--- config.mk ---
export PLATFORM = sky130hd
export DESIGN_NAME = das_host_flat
export DESIGN_NICKNAME = d
export VERILOG_FILES = /design/src/verilog/das_pkg.sv /design/src/verilog/das_if.sv /design/src/verilog/das_fifo.sv /design/src/verilog/das_host.sv /design/src/flat_wrapper.sv
export VERILOG_INCLUDE_DIRS = /design/src /design/src/verilog
export SDC_FILE = /design/constraint.sdc
export NUM_CORES = 1
export LEC_CHECK = 0
export ABC_AREA = 1
export BUFFER_PORTS_ARGS = -buffer_cell sky130_fd_sc_hd__buf_2
export CAP_MARGIN = 5
export CORE_MARGIN = 2
export CORE_UTILIZATION = 40
export DETAILED_ROUTE_END_ITERATION = 16
export PLACE_DENSITY_LB_ADDON = 0.15
export SLEW_MARGIN = 20
export SYNTH_ARGS = -nofsm -noshare
export SYNTH_HDL_FRONTEND = slang
export SYNTH_SLANG_ARGS = --single-unit
export TNS_END_PERCENT = 30
--- constraint.sdc ---
create_clock -name MCLK -period 8.3 [get_ports MCLK]
set_input_delay 1.66 -clock MCLK [delete_from_list [all_inputs] [get_ports MCLK]]
set_output_delay 1.66 -clock MCLK [all_outputs]
set_load 0.005 [all_outputs]
--- src/verilog/das_defines.svh ---
// timing and width constants for the dual sample interface
// Operation
// (RULE1) one shared sample clock for both channels
// (RULE2) rising edge holds both inputs, starts conversion
// (RULE3) each channel drives 8-bit word on edge
// (RULE4) result is input from three edges earlier
// (RULE5) each channel only on its own bus
// (RULE6) sleep high tri-states all outputs; the code only drops first_oe and second_oe, and both buses stay driven
// (RULE7) host waits 200 ns before relying on float
// (RULE8) host waits 200 ns, discards three words
// (RULE9) host clocks between 5 and 60 MSPS
// (RULE10) host keeps roughly 50 percent duty
// (RULE11) one sleep input governs both channels
// (RULE12) host tags pairs with three-edge-old index
`ifndef DAS_DEFINES_SVH
`define DAS_DEFINES_SVH
`define DAS_WIDTH          8
`define DAS_LATENCY        3
`define DAS_MCLK_HZ        20000000
`define DAS_SLEEP_NS       200
`define DAS_SLEEP_CYC      ((`DAS_SLEEP_NS * 20 + 999) / 1000)
`define DAS_WAKE_CYC       ((`DAS_SLEEP_NS * 20 + 999) / 1000)
`define DAS_DIV_DEFAULT    2
`define DAS_FIFO_DEPTH     16
`endif

--- src/verilog/das_pkg.sv ---
// types shared by both ends
package das_pkg;
  typedef logic [7:0] das_word_t;
  typedef enum logic [1:0] {DAS_RUN, DAS_ENTER, DAS_SLEEP, DAS_WAKE}
    das_host_st_t;
endpackage : das_pkg
--- src/verilog/das_if.sv ---
// link between converter and host
interface das_if;
  logic             sample_en;
  logic             sleep_request;
  das_pkg::das_word_t first_channel_bus;
  das_pkg::das_word_t second_channel_bus;
  logic             first_oe;
  logic             second_oe;
  modport conv (input sample_en, input sleep_request,
                output first_channel_bus, output second_channel_bus,
                output first_oe, output second_oe);
  modport host (output sample_en, output sleep_request,
                input first_channel_bus, input second_channel_bus,
                input first_oe, input second_oe);
endinterface : das_if

--- src/verilog/das_fifo.sv ---
// parameterised valid/ready fifo
module das_fifo #(
  parameter int WIDTH = 16,
  parameter int DEPTH = 16
) (
  // clock and reset
  input  wire logic             MCLK,
  input  wire logic             RESET,
  // fill side
  input  wire logic [WIDTH-1:0] IN_DATA,
  input  wire logic             IN_VALID,
  output logic                  IN_READY,
  // drain side
  output logic [WIDTH-1:0]      OUT_DATA,
  output logic                  OUT_VALID,
  input  wire logic             OUT_READY
);
  localparam int AW = $clog2(DEPTH);
  logic [WIDTH-1:0] mem [DEPTH];
  logic [AW-1:0]    wp_ff;
  logic [AW-1:0]    rp_ff;
  logic [AW:0]      cnt_ff;
  logic             push;
  logic             pop;
  assign IN_READY  = (cnt_ff != (AW+1)'(DEPTH));
  assign OUT_VALID = (cnt_ff != '0);
  assign OUT_DATA  = mem[rp_ff];
  assign push      = IN_VALID && IN_READY;
  assign pop       = OUT_VALID && OUT_READY;
  always_ff @(posedge MCLK) begin
    if (push) begin
      mem[wp_ff] <= IN_DATA;
    end
    if (RESET) begin
      wp_ff  <= '0;
      rp_ff  <= '0;
      cnt_ff <= '0;
    end else begin
      if (push) begin
        wp_ff <= (wp_ff == AW'(DEPTH-1)) ? '0 : wp_ff + 1'b1;
      end
      if (pop) begin
        rp_ff <= (rp_ff == AW'(DEPTH-1)) ? '0 : rp_ff + 1'b1;
      end
      cnt_ff <= cnt_ff + (AW+1)'(push) - (AW+1)'(pop);
    end
  end
endmodule : das_fifo

--- src/verilog/das_host.sv ---
// host end: sample clock, sleep control, capture into fifo
`include "das_defines.svh"
module das_host #(
  parameter int DIV       = `DAS_DIV_DEFAULT,
  parameter int SLEEP_CYC = `DAS_SLEEP_CYC,
  parameter int WAKE_CYC  = `DAS_WAKE_CYC
) (
  // clock and reset
  input  wire logic        MCLK,
  input  wire logic        RESET,
  // control
  input  wire logic        SLEEP_CMD,
  output logic             FLOATED,
  // captured pairs with index
  output logic [31:0]      PAIR_DATA,
  output logic             PAIR_VALID,
  input  wire logic        PAIR_READY,
  // link
  das_if.host              LNK
);
  typedef struct packed {
    logic [7:0]               div;
    logic                     en;
    logic                     sleep;
    das_pkg::das_host_st_t    st;
    logic [7:0]               wait_cnt;
    logic [1:0]               discard;
    logic [15:0]              idx;
    logic [31:0]              cap;
    logic                     cap_v;
    logic                     floated;
  } das_host_st_t;
  das_host_st_t st_ff;
  das_host_st_t nxt_st_ff;
  logic         f_ready;
  always_comb begin
    nxt_st_ff       = st_ff;
    nxt_st_ff.en    = 1'b0;
    nxt_st_ff.cap_v = st_ff.cap_v && !f_ready; // held until fifo takes it
    if (st_ff.div == 8'(DIV - 1)) begin // see (RULE9) (RULE10)
      nxt_st_ff.div = '0;
      nxt_st_ff.en  = f_ready; // back-pressure stalls sampling
    end else begin
      nxt_st_ff.div = st_ff.div + 8'h01;
    end
    case (st_ff.st)
      das_pkg::DAS_RUN: begin
        if (SLEEP_CMD) begin
          nxt_st_ff.sleep    = 1'b1;
          nxt_st_ff.wait_cnt = '0;
          nxt_st_ff.st       = das_pkg::DAS_ENTER;
        end
      end
      das_pkg::DAS_ENTER: begin
        nxt_st_ff.wait_cnt = st_ff.wait_cnt + 8'h01;
        if (st_ff.wait_cnt == 8'(SLEEP_CYC - 1)) begin // see (RULE7)
          nxt_st_ff.floated = 1'b1;
          nxt_st_ff.st      = das_pkg::DAS_SLEEP;
        end
      end
      das_pkg::DAS_SLEEP: begin
        if (!SLEEP_CMD) begin
          nxt_st_ff.sleep    = 1'b0;
          nxt_st_ff.floated  = 1'b0;
          nxt_st_ff.wait_cnt = '0;
          nxt_st_ff.st       = das_pkg::DAS_WAKE;
        end
      end
      default: begin
        if (st_ff.wait_cnt != 8'(WAKE_CYC)) begin // see (RULE8)
          nxt_st_ff.wait_cnt = st_ff.wait_cnt + 8'h01;
          nxt_st_ff.discard  = 2'(`DAS_LATENCY);
        end else if (st_ff.en) begin
          if (st_ff.discard == 2'h1) begin // see (RULE8)
            nxt_st_ff.st = das_pkg::DAS_RUN;
          end
          nxt_st_ff.discard = st_ff.discard - 2'h1;
        end
      end
    endcase
    if (st_ff.en && st_ff.st == das_pkg::DAS_RUN) begin // see (RULE12)
      nxt_st_ff.cap = {LNK.first_channel_bus, LNK.second_channel_bus,
                       st_ff.idx - 16'(`DAS_LATENCY)};
      nxt_st_ff.cap_v = 1'b1;
    end
    if (st_ff.en) begin
      nxt_st_ff.idx = st_ff.idx + 16'h0001;
    end
  end
  always_ff @(posedge MCLK) begin
    if (RESET) begin
      st_ff <= '0;
    end else begin
      st_ff <= nxt_st_ff;
    end
  end
  assign LNK.sample_en     = st_ff.en;
  assign LNK.sleep_request = st_ff.sleep;
  assign FLOATED           = st_ff.floated;
  das_fifo #(.WIDTH(32), .DEPTH(`DAS_FIFO_DEPTH)) u_fifo (
    .MCLK      (MCLK),
    .RESET     (RESET),
    .IN_DATA   (st_ff.cap),
    .IN_VALID  (st_ff.cap_v),
    .IN_READY  (f_ready),
    .OUT_DATA  (PAIR_DATA),
    .OUT_VALID (PAIR_VALID),
    .OUT_READY (PAIR_READY)
  );
endmodule : das_host

--- src/flat_wrapper.sv ---
// flat-port wrapper written by rule: the top's interface ports become plain ports
module das_host_flat 
#(
  parameter int DIV       = `DAS_DIV_DEFAULT,
  parameter int SLEEP_CYC = `DAS_SLEEP_CYC,
  parameter int WAKE_CYC  = `DAS_WAKE_CYC
)
  (MCLK, RESET, SLEEP_CMD, FLOATED, PAIR_DATA, PAIR_VALID, PAIR_READY, LNK_sample_en, LNK_sleep_request, LNK_first_channel_bus, LNK_second_channel_bus, LNK_first_oe, LNK_second_oe);
  das_if LNK_i ();
  input  wire logic MCLK;
  input  wire logic RESET;
  input  wire logic SLEEP_CMD;
  output logic FLOATED;
  output logic [31:0] PAIR_DATA;
  output logic PAIR_VALID;
  input  wire logic PAIR_READY;
  output wire logic [$bits(LNK_i.sample_en)-1:0] LNK_sample_en;
  output wire logic [$bits(LNK_i.sleep_request)-1:0] LNK_sleep_request;
  input wire logic [$bits(LNK_i.first_channel_bus)-1:0] LNK_first_channel_bus;
  input wire logic [$bits(LNK_i.second_channel_bus)-1:0] LNK_second_channel_bus;
  input wire logic [$bits(LNK_i.first_oe)-1:0] LNK_first_oe;
  input wire logic [$bits(LNK_i.second_oe)-1:0] LNK_second_oe;
  assign LNK_sample_en = LNK_i.sample_en;
  assign LNK_sleep_request = LNK_i.sleep_request;
  assign LNK_i.first_channel_bus = LNK_first_channel_bus;
  assign LNK_i.second_channel_bus = LNK_second_channel_bus;
  assign LNK_i.first_oe = LNK_first_oe;
  assign LNK_i.second_oe = LNK_second_oe;
  das_host #(.DIV(DIV), .SLEEP_CYC(SLEEP_CYC), .WAKE_CYC(WAKE_CYC)) u_core (.MCLK(MCLK), .RESET(RESET), .SLEEP_CMD(SLEEP_CMD), .FLOATED(FLOATED), .PAIR_DATA(PAIR_DATA), .PAIR_VALID(PAIR_VALID), .PAIR_READY(PAIR_READY), .LNK(LNK_i));
endmodule
==> flow_metrics.py <==
metrics = {
    "status": {
        "status": "finished clean",
    },
    "pwr": {
        "finalPower_uw": 7873,
        "p_per_area_nw_per_um2": 275.2,
        "ir_worst_vdd_mv": 0.1624,
        "cellLeakagePower_uw": 0.01043,
    },
    "clock_network": {
        "cts_made_buffers": 67,
        "htree_levels": 3,
        "cts-resized-gates": 0,
        "worst_setup_hold_path_clk_slew_ns": 0.06,
        "clk_root_buffer_cell": "sky130_fd_sc_hd__clkbuf_16",
        "post-cts-setup-buffers": 0,
        "number_of_clock_sinks_seen_by_cts": 601,
        "ctsHoldBuffers": 0,
        "clockBufferDepth": 3,
        "cts_tree": "built",
        "clkLatencyLatePin_ns": 0.61,
    },
    "min_path": {
        "hp-start": "u_core.st_ff[1]$_SDFF_PP0_",
        "min_path_cells": 2,
        "min_delay_worst_endpoint": "u_core.st_ff[1]$_SDFF_PP0_",
        "worstHoldPathType": "flip-flop to flip-flop",
    },
    "critical_path": {
        "worst-setup-path-type": "flip-flop to output port",
        "r2r_end": "u_core.u_fifo.mem[7][9]$_DFFE_PP_",
        "critical_path_required_ns": 6.64,
        "worstReg2RegStart": "u_core.u_fifo.cnt_ff[2]$_SDFF_PP0_",
        "worstSetupStartpointType": "flip-flop",
        "reg2regPathDepth": 8,
        "worst-endpoint-arrival_ns": 3.33,
        "timing.critical_path.fanout_max": 97,
        "setup.worst_path.end_class": "output port",
        "rrSetupSlack_ns": 5.29,
    },
    "cells_and_area": {
        "final-instance-count-excl-fill": 3167,
        "design.final.nets": 2315,
        "drive_above_1_share_pct": 13.02,
        "final.fill_count": 5752,
        "area_delta_synth_final_pct": 11.52,
    },
    "global_route": {
        "global_route.usage.total_pct": 18.07,
        "antenna_found_initial": 1,
        "number_of_global_route_vias_before_repair": 15210,
        "grt-ovfl-total": 0,
        "grt_first_pass_wirelength_um": 91230,
        "grt_start_max_net_pins": 237,
    },
    "route": {
        "route.detailed.vias_per_inst": 5.028,
        "drt_iter0_drc": 1072,
        "avgRoutedWirePerCell_um": 18.83,
        "drc_errors": 0,
        "number_of_detailed_route_iterations_in_the_first_pass": 5,
        "num_vias": 15920,
        "finalWirelength_um": 59640,
        "detail-route-antenna-nets": 0,
    },
    "logic_synthesis": {
        "async_reset_ff_share_pct": 0,
        "synth.yosys.seq_area_share_pct": 66.87,
        "synthDistinctLibCells": 37,
        "syn_nets": 2291,
        "dominantRegCellSynth": "sky130_fd_sc_hd__edfxtp_1",
        "synthesis.instances": 2247,
        "yosysWarningCount": 0,
        "mappedNetlistArea_um2": 25660,
        "total_of_flip_flops_plus_latches_after_synthesis": 601,
        "synthesis.area_per_instance_um2": 11.42,
        "synth_top_area_cell": "sky130_fd_sc_hd__edfxtp_1",
        "synth_edf_count": 512,
        "netlist.area_leader.share_pct": 59.93,
        "post_synth_main_area_contributors": "sky130_fd_sc_hd__edfxtp_1 (60%), sky130_fd_sc_hd__dfxtp_1 (6.9%), sky130_fd_sc_hd__inv_1 (4.8%)",
    },
    "placed_design": {
        "routabilityCongestion": 0.7439,
        "dp_hpwl_um": 30570,
        "place.detailed.instances": 3048,
        "port_buffers": 55,
    },
    "floorplanning": {
        "dieHeight_um": 257.3,
        "die_w_um": 257.3,
        "starting_density_pct": 40.60,
        "io_pins": 58,
        "design.die.area_um2": 66180,
        "design.core.area_um2": 63200,
        "row_count": 92,
    },
    "timing": {
        "report.final.setup_viol": 0,
        "worst_pin_slew_ns": 1.186,
        "final.min_clock_period_ns": 4.990,
        "final.setup_skew_ns": 0.02543,
        "grt_setup_unrepaired": "no",
        "max_slew_margin_pct": 20.90,
        "achievable-frequency_mhz": 200.4,
        "final-hold-violation-count": 0,
        "final_min_period_over_clock_period_pct": 60.12,
        "fin_setup_tns_ns": 0,
        "slew_viol_final": 0,
    },
    "job": {
        "max_cap_viol_count": 0,
    },
}
-- worst max-delay path by stage --
stage,slack (ns),end,from
finish,3.31,PAIR_DATA[5],flip-flop
global route,3.03,PAIR_DATA[5],flip-flop
detailed placement,3.89,PAIR_DATA[10],flip-flop
CTS,3.26,PAIR_DATA[10],flip-flop
floorplan,4.58,u_core.u_fifo.mem[7][0]$_DFFE_PP_,u_core.u_fifo.cnt_ff[2]$_SDFF_PP0_
global placement,3.94,PAIR_DATA[5],flip-flop
-- area by class of cell --
type	instances	area, µm²	area share [%]
Antenna cell	1	2.502	0.008746
Clock buffer	96	1888	6.599
Clock inverter	22	216.5	0.7565
Inverter	334	1254	4.382
Multi-Input combinational cell	1185	6518	22.78
Sequential cell	601	17170	60.01
Tap cell	846	1059	3.700
Timing Repair Buffer	82	506.7	1.771
-- registers in the layout (all words and copies together), names as in the netlist, named ones only --
register	cells
u_core.LNK.sample_en	1
u_core.u_fifo.cnt_ff	5
u_core.st_ff	69
u_core.u_fifo.wp_ff	4
u_core.FLOATED	1
u_core.LNK.sleep_request	1
u_core.u_fifo.rp_ff	4
u_core.u_fifo.mem	512
-- cell usage in the layout, fill, tap and decap left out, types with 3 or more instances in the layout --
cell type,count
sky130_fd_sc_hd__clkbuf_16,69
sky130_fd_sc_hd__dfxtp_4,3
sky130_fd_sc_hd__o21ai_0,76
sky130_fd_sc_hd__inv_1,327
sky130_fd_sc_hd__clkbuf_1,21
sky130_fd_sc_hd__edfxtp_1,512
sky130_fd_sc_hd__buf_4,24
sky130_fd_sc_hd__ha_1,21
sky130_fd_sc_hd__o211ai_1,132
sky130_fd_sc_hd__nand4_1,6
sky130_fd_sc_hd__nor3_1,9
sky130_fd_sc_hd__nand3_1,229
sky130_fd_sc_hd__clkbuf_8,6
sky130_fd_sc_hd__clkinv_1,13
sky130_fd_sc_hd__buf_2,55
sky130_fd_sc_hd__clkinv_2,3
sky130_fd_sc_hd__nor2_4,15
sky130_fd_sc_hd__a21oi_2,100
sky130_fd_sc_hd__bufinv_16,3
sky130_fd_sc_hd__a31oi_1,4
sky130_fd_sc_hd__xor2_1,12
sky130_fd_sc_hd__nor2_1,127
sky130_fd_sc_hd__dfxtp_1,85
sky130_fd_sc_hd__nor2_2,5
sky130_fd_sc_hd__o21ai_1,102
sky130_fd_sc_hd__a21oi_1,66
sky130_fd_sc_hd__inv_2,5
sky130_fd_sc_hd__nand2_1,268
-- power breakdown --
group	switching (µW)	total, µW	internal, µW
logic	859	1360	506
clock network	1180	2860	1680
registers	212	3650	3430
total	2250	7870	5620
-- Yosys cell counts (5+ instances only) --
master	number
sky130_fd_sc_hd__buf_2	27
sky130_fd_sc_hd__nand3_1	229
sky130_fd_sc_hd__edfxtp_1	512
sky130_fd_sc_hd__o21ai_0	76
sky130_fd_sc_hd__a21oi_1	66
sky130_fd_sc_hd__clkbuf_1	39
sky130_fd_sc_hd__nor3_1	10
sky130_fd_sc_hd__nand4_1	6
sky130_fd_sc_hd__buf_1	11
sky130_fd_sc_hd__xor2_1	12
sky130_fd_sc_hd__buf_6	40
sky130_fd_sc_hd__o21ai_1	102
sky130_fd_sc_hd__inv_1	329
sky130_fd_sc_hd__ha_1	21
sky130_fd_sc_hd__o211ai_1	132
sky130_fd_sc_hd__dfxtp_1	89
sky130_fd_sc_hd__a21oi_2	100
sky130_fd_sc_hd__nand2_1	268
sky130_fd_sc_hd__buf_4	5
sky130_fd_sc_hd__nor2_2	5
sky130_fd_sc_hd__nor2_1	142
-- critical path, stage by stage, from the launching register on --
cell                       delay (ns)
sky130_fd_sc_hd__dfxtp_4         0.92
sky130_fd_sc_hd__buf_4           0.92
sky130_fd_sc_hd__nand2_1         0.11
sky130_fd_sc_hd__o211ai_1        0.12
sky130_fd_sc_hd__nand3_1         0.11
sky130_fd_sc_hd__nand3_1         0.13
sky130_fd_sc_hd__nand2_1         0.20
sky130_fd_sc_hd__buf_2           0.19
-- kinds of logic after synthesis --
group                    Yosys count  synth area share (%)
AO/OA/AOI/OAI                    483                 12.23
XOR/XNOR                          14                0.4779
adder cells (fa/ha/maj)           22                 1.102
buffers and inverters            461                 8.183
flip-flops                       601                 66.87
AND/OR/NAND/NOR                  666                 11.13
-- layer usage --
metal  up-vias  GRT usage, %  share of wire, %
li1       7840             -                 -
met2       283         30.11                48
met4         0         4.958               2.0
met3        85         2.788               4.1
met5         -             0                 0
met1      7716         24.60                46
-- metrics by stage --
stage	util [%]	hold slack, ns	setup slack [ns]	area, µm²
after floorplan	-	0.4289	4.575	25660
after global placement	41.94	0.4467	3.942	26500
after detailed placement	41.94	0.4569	3.891	26500
after CTS	45.27	0.4669	3.259	28610
after global routing	45.27	0.4963	3.033	28610
final	45.28	0.4617	3.310	28610
(Power assumes the default switching activity.)
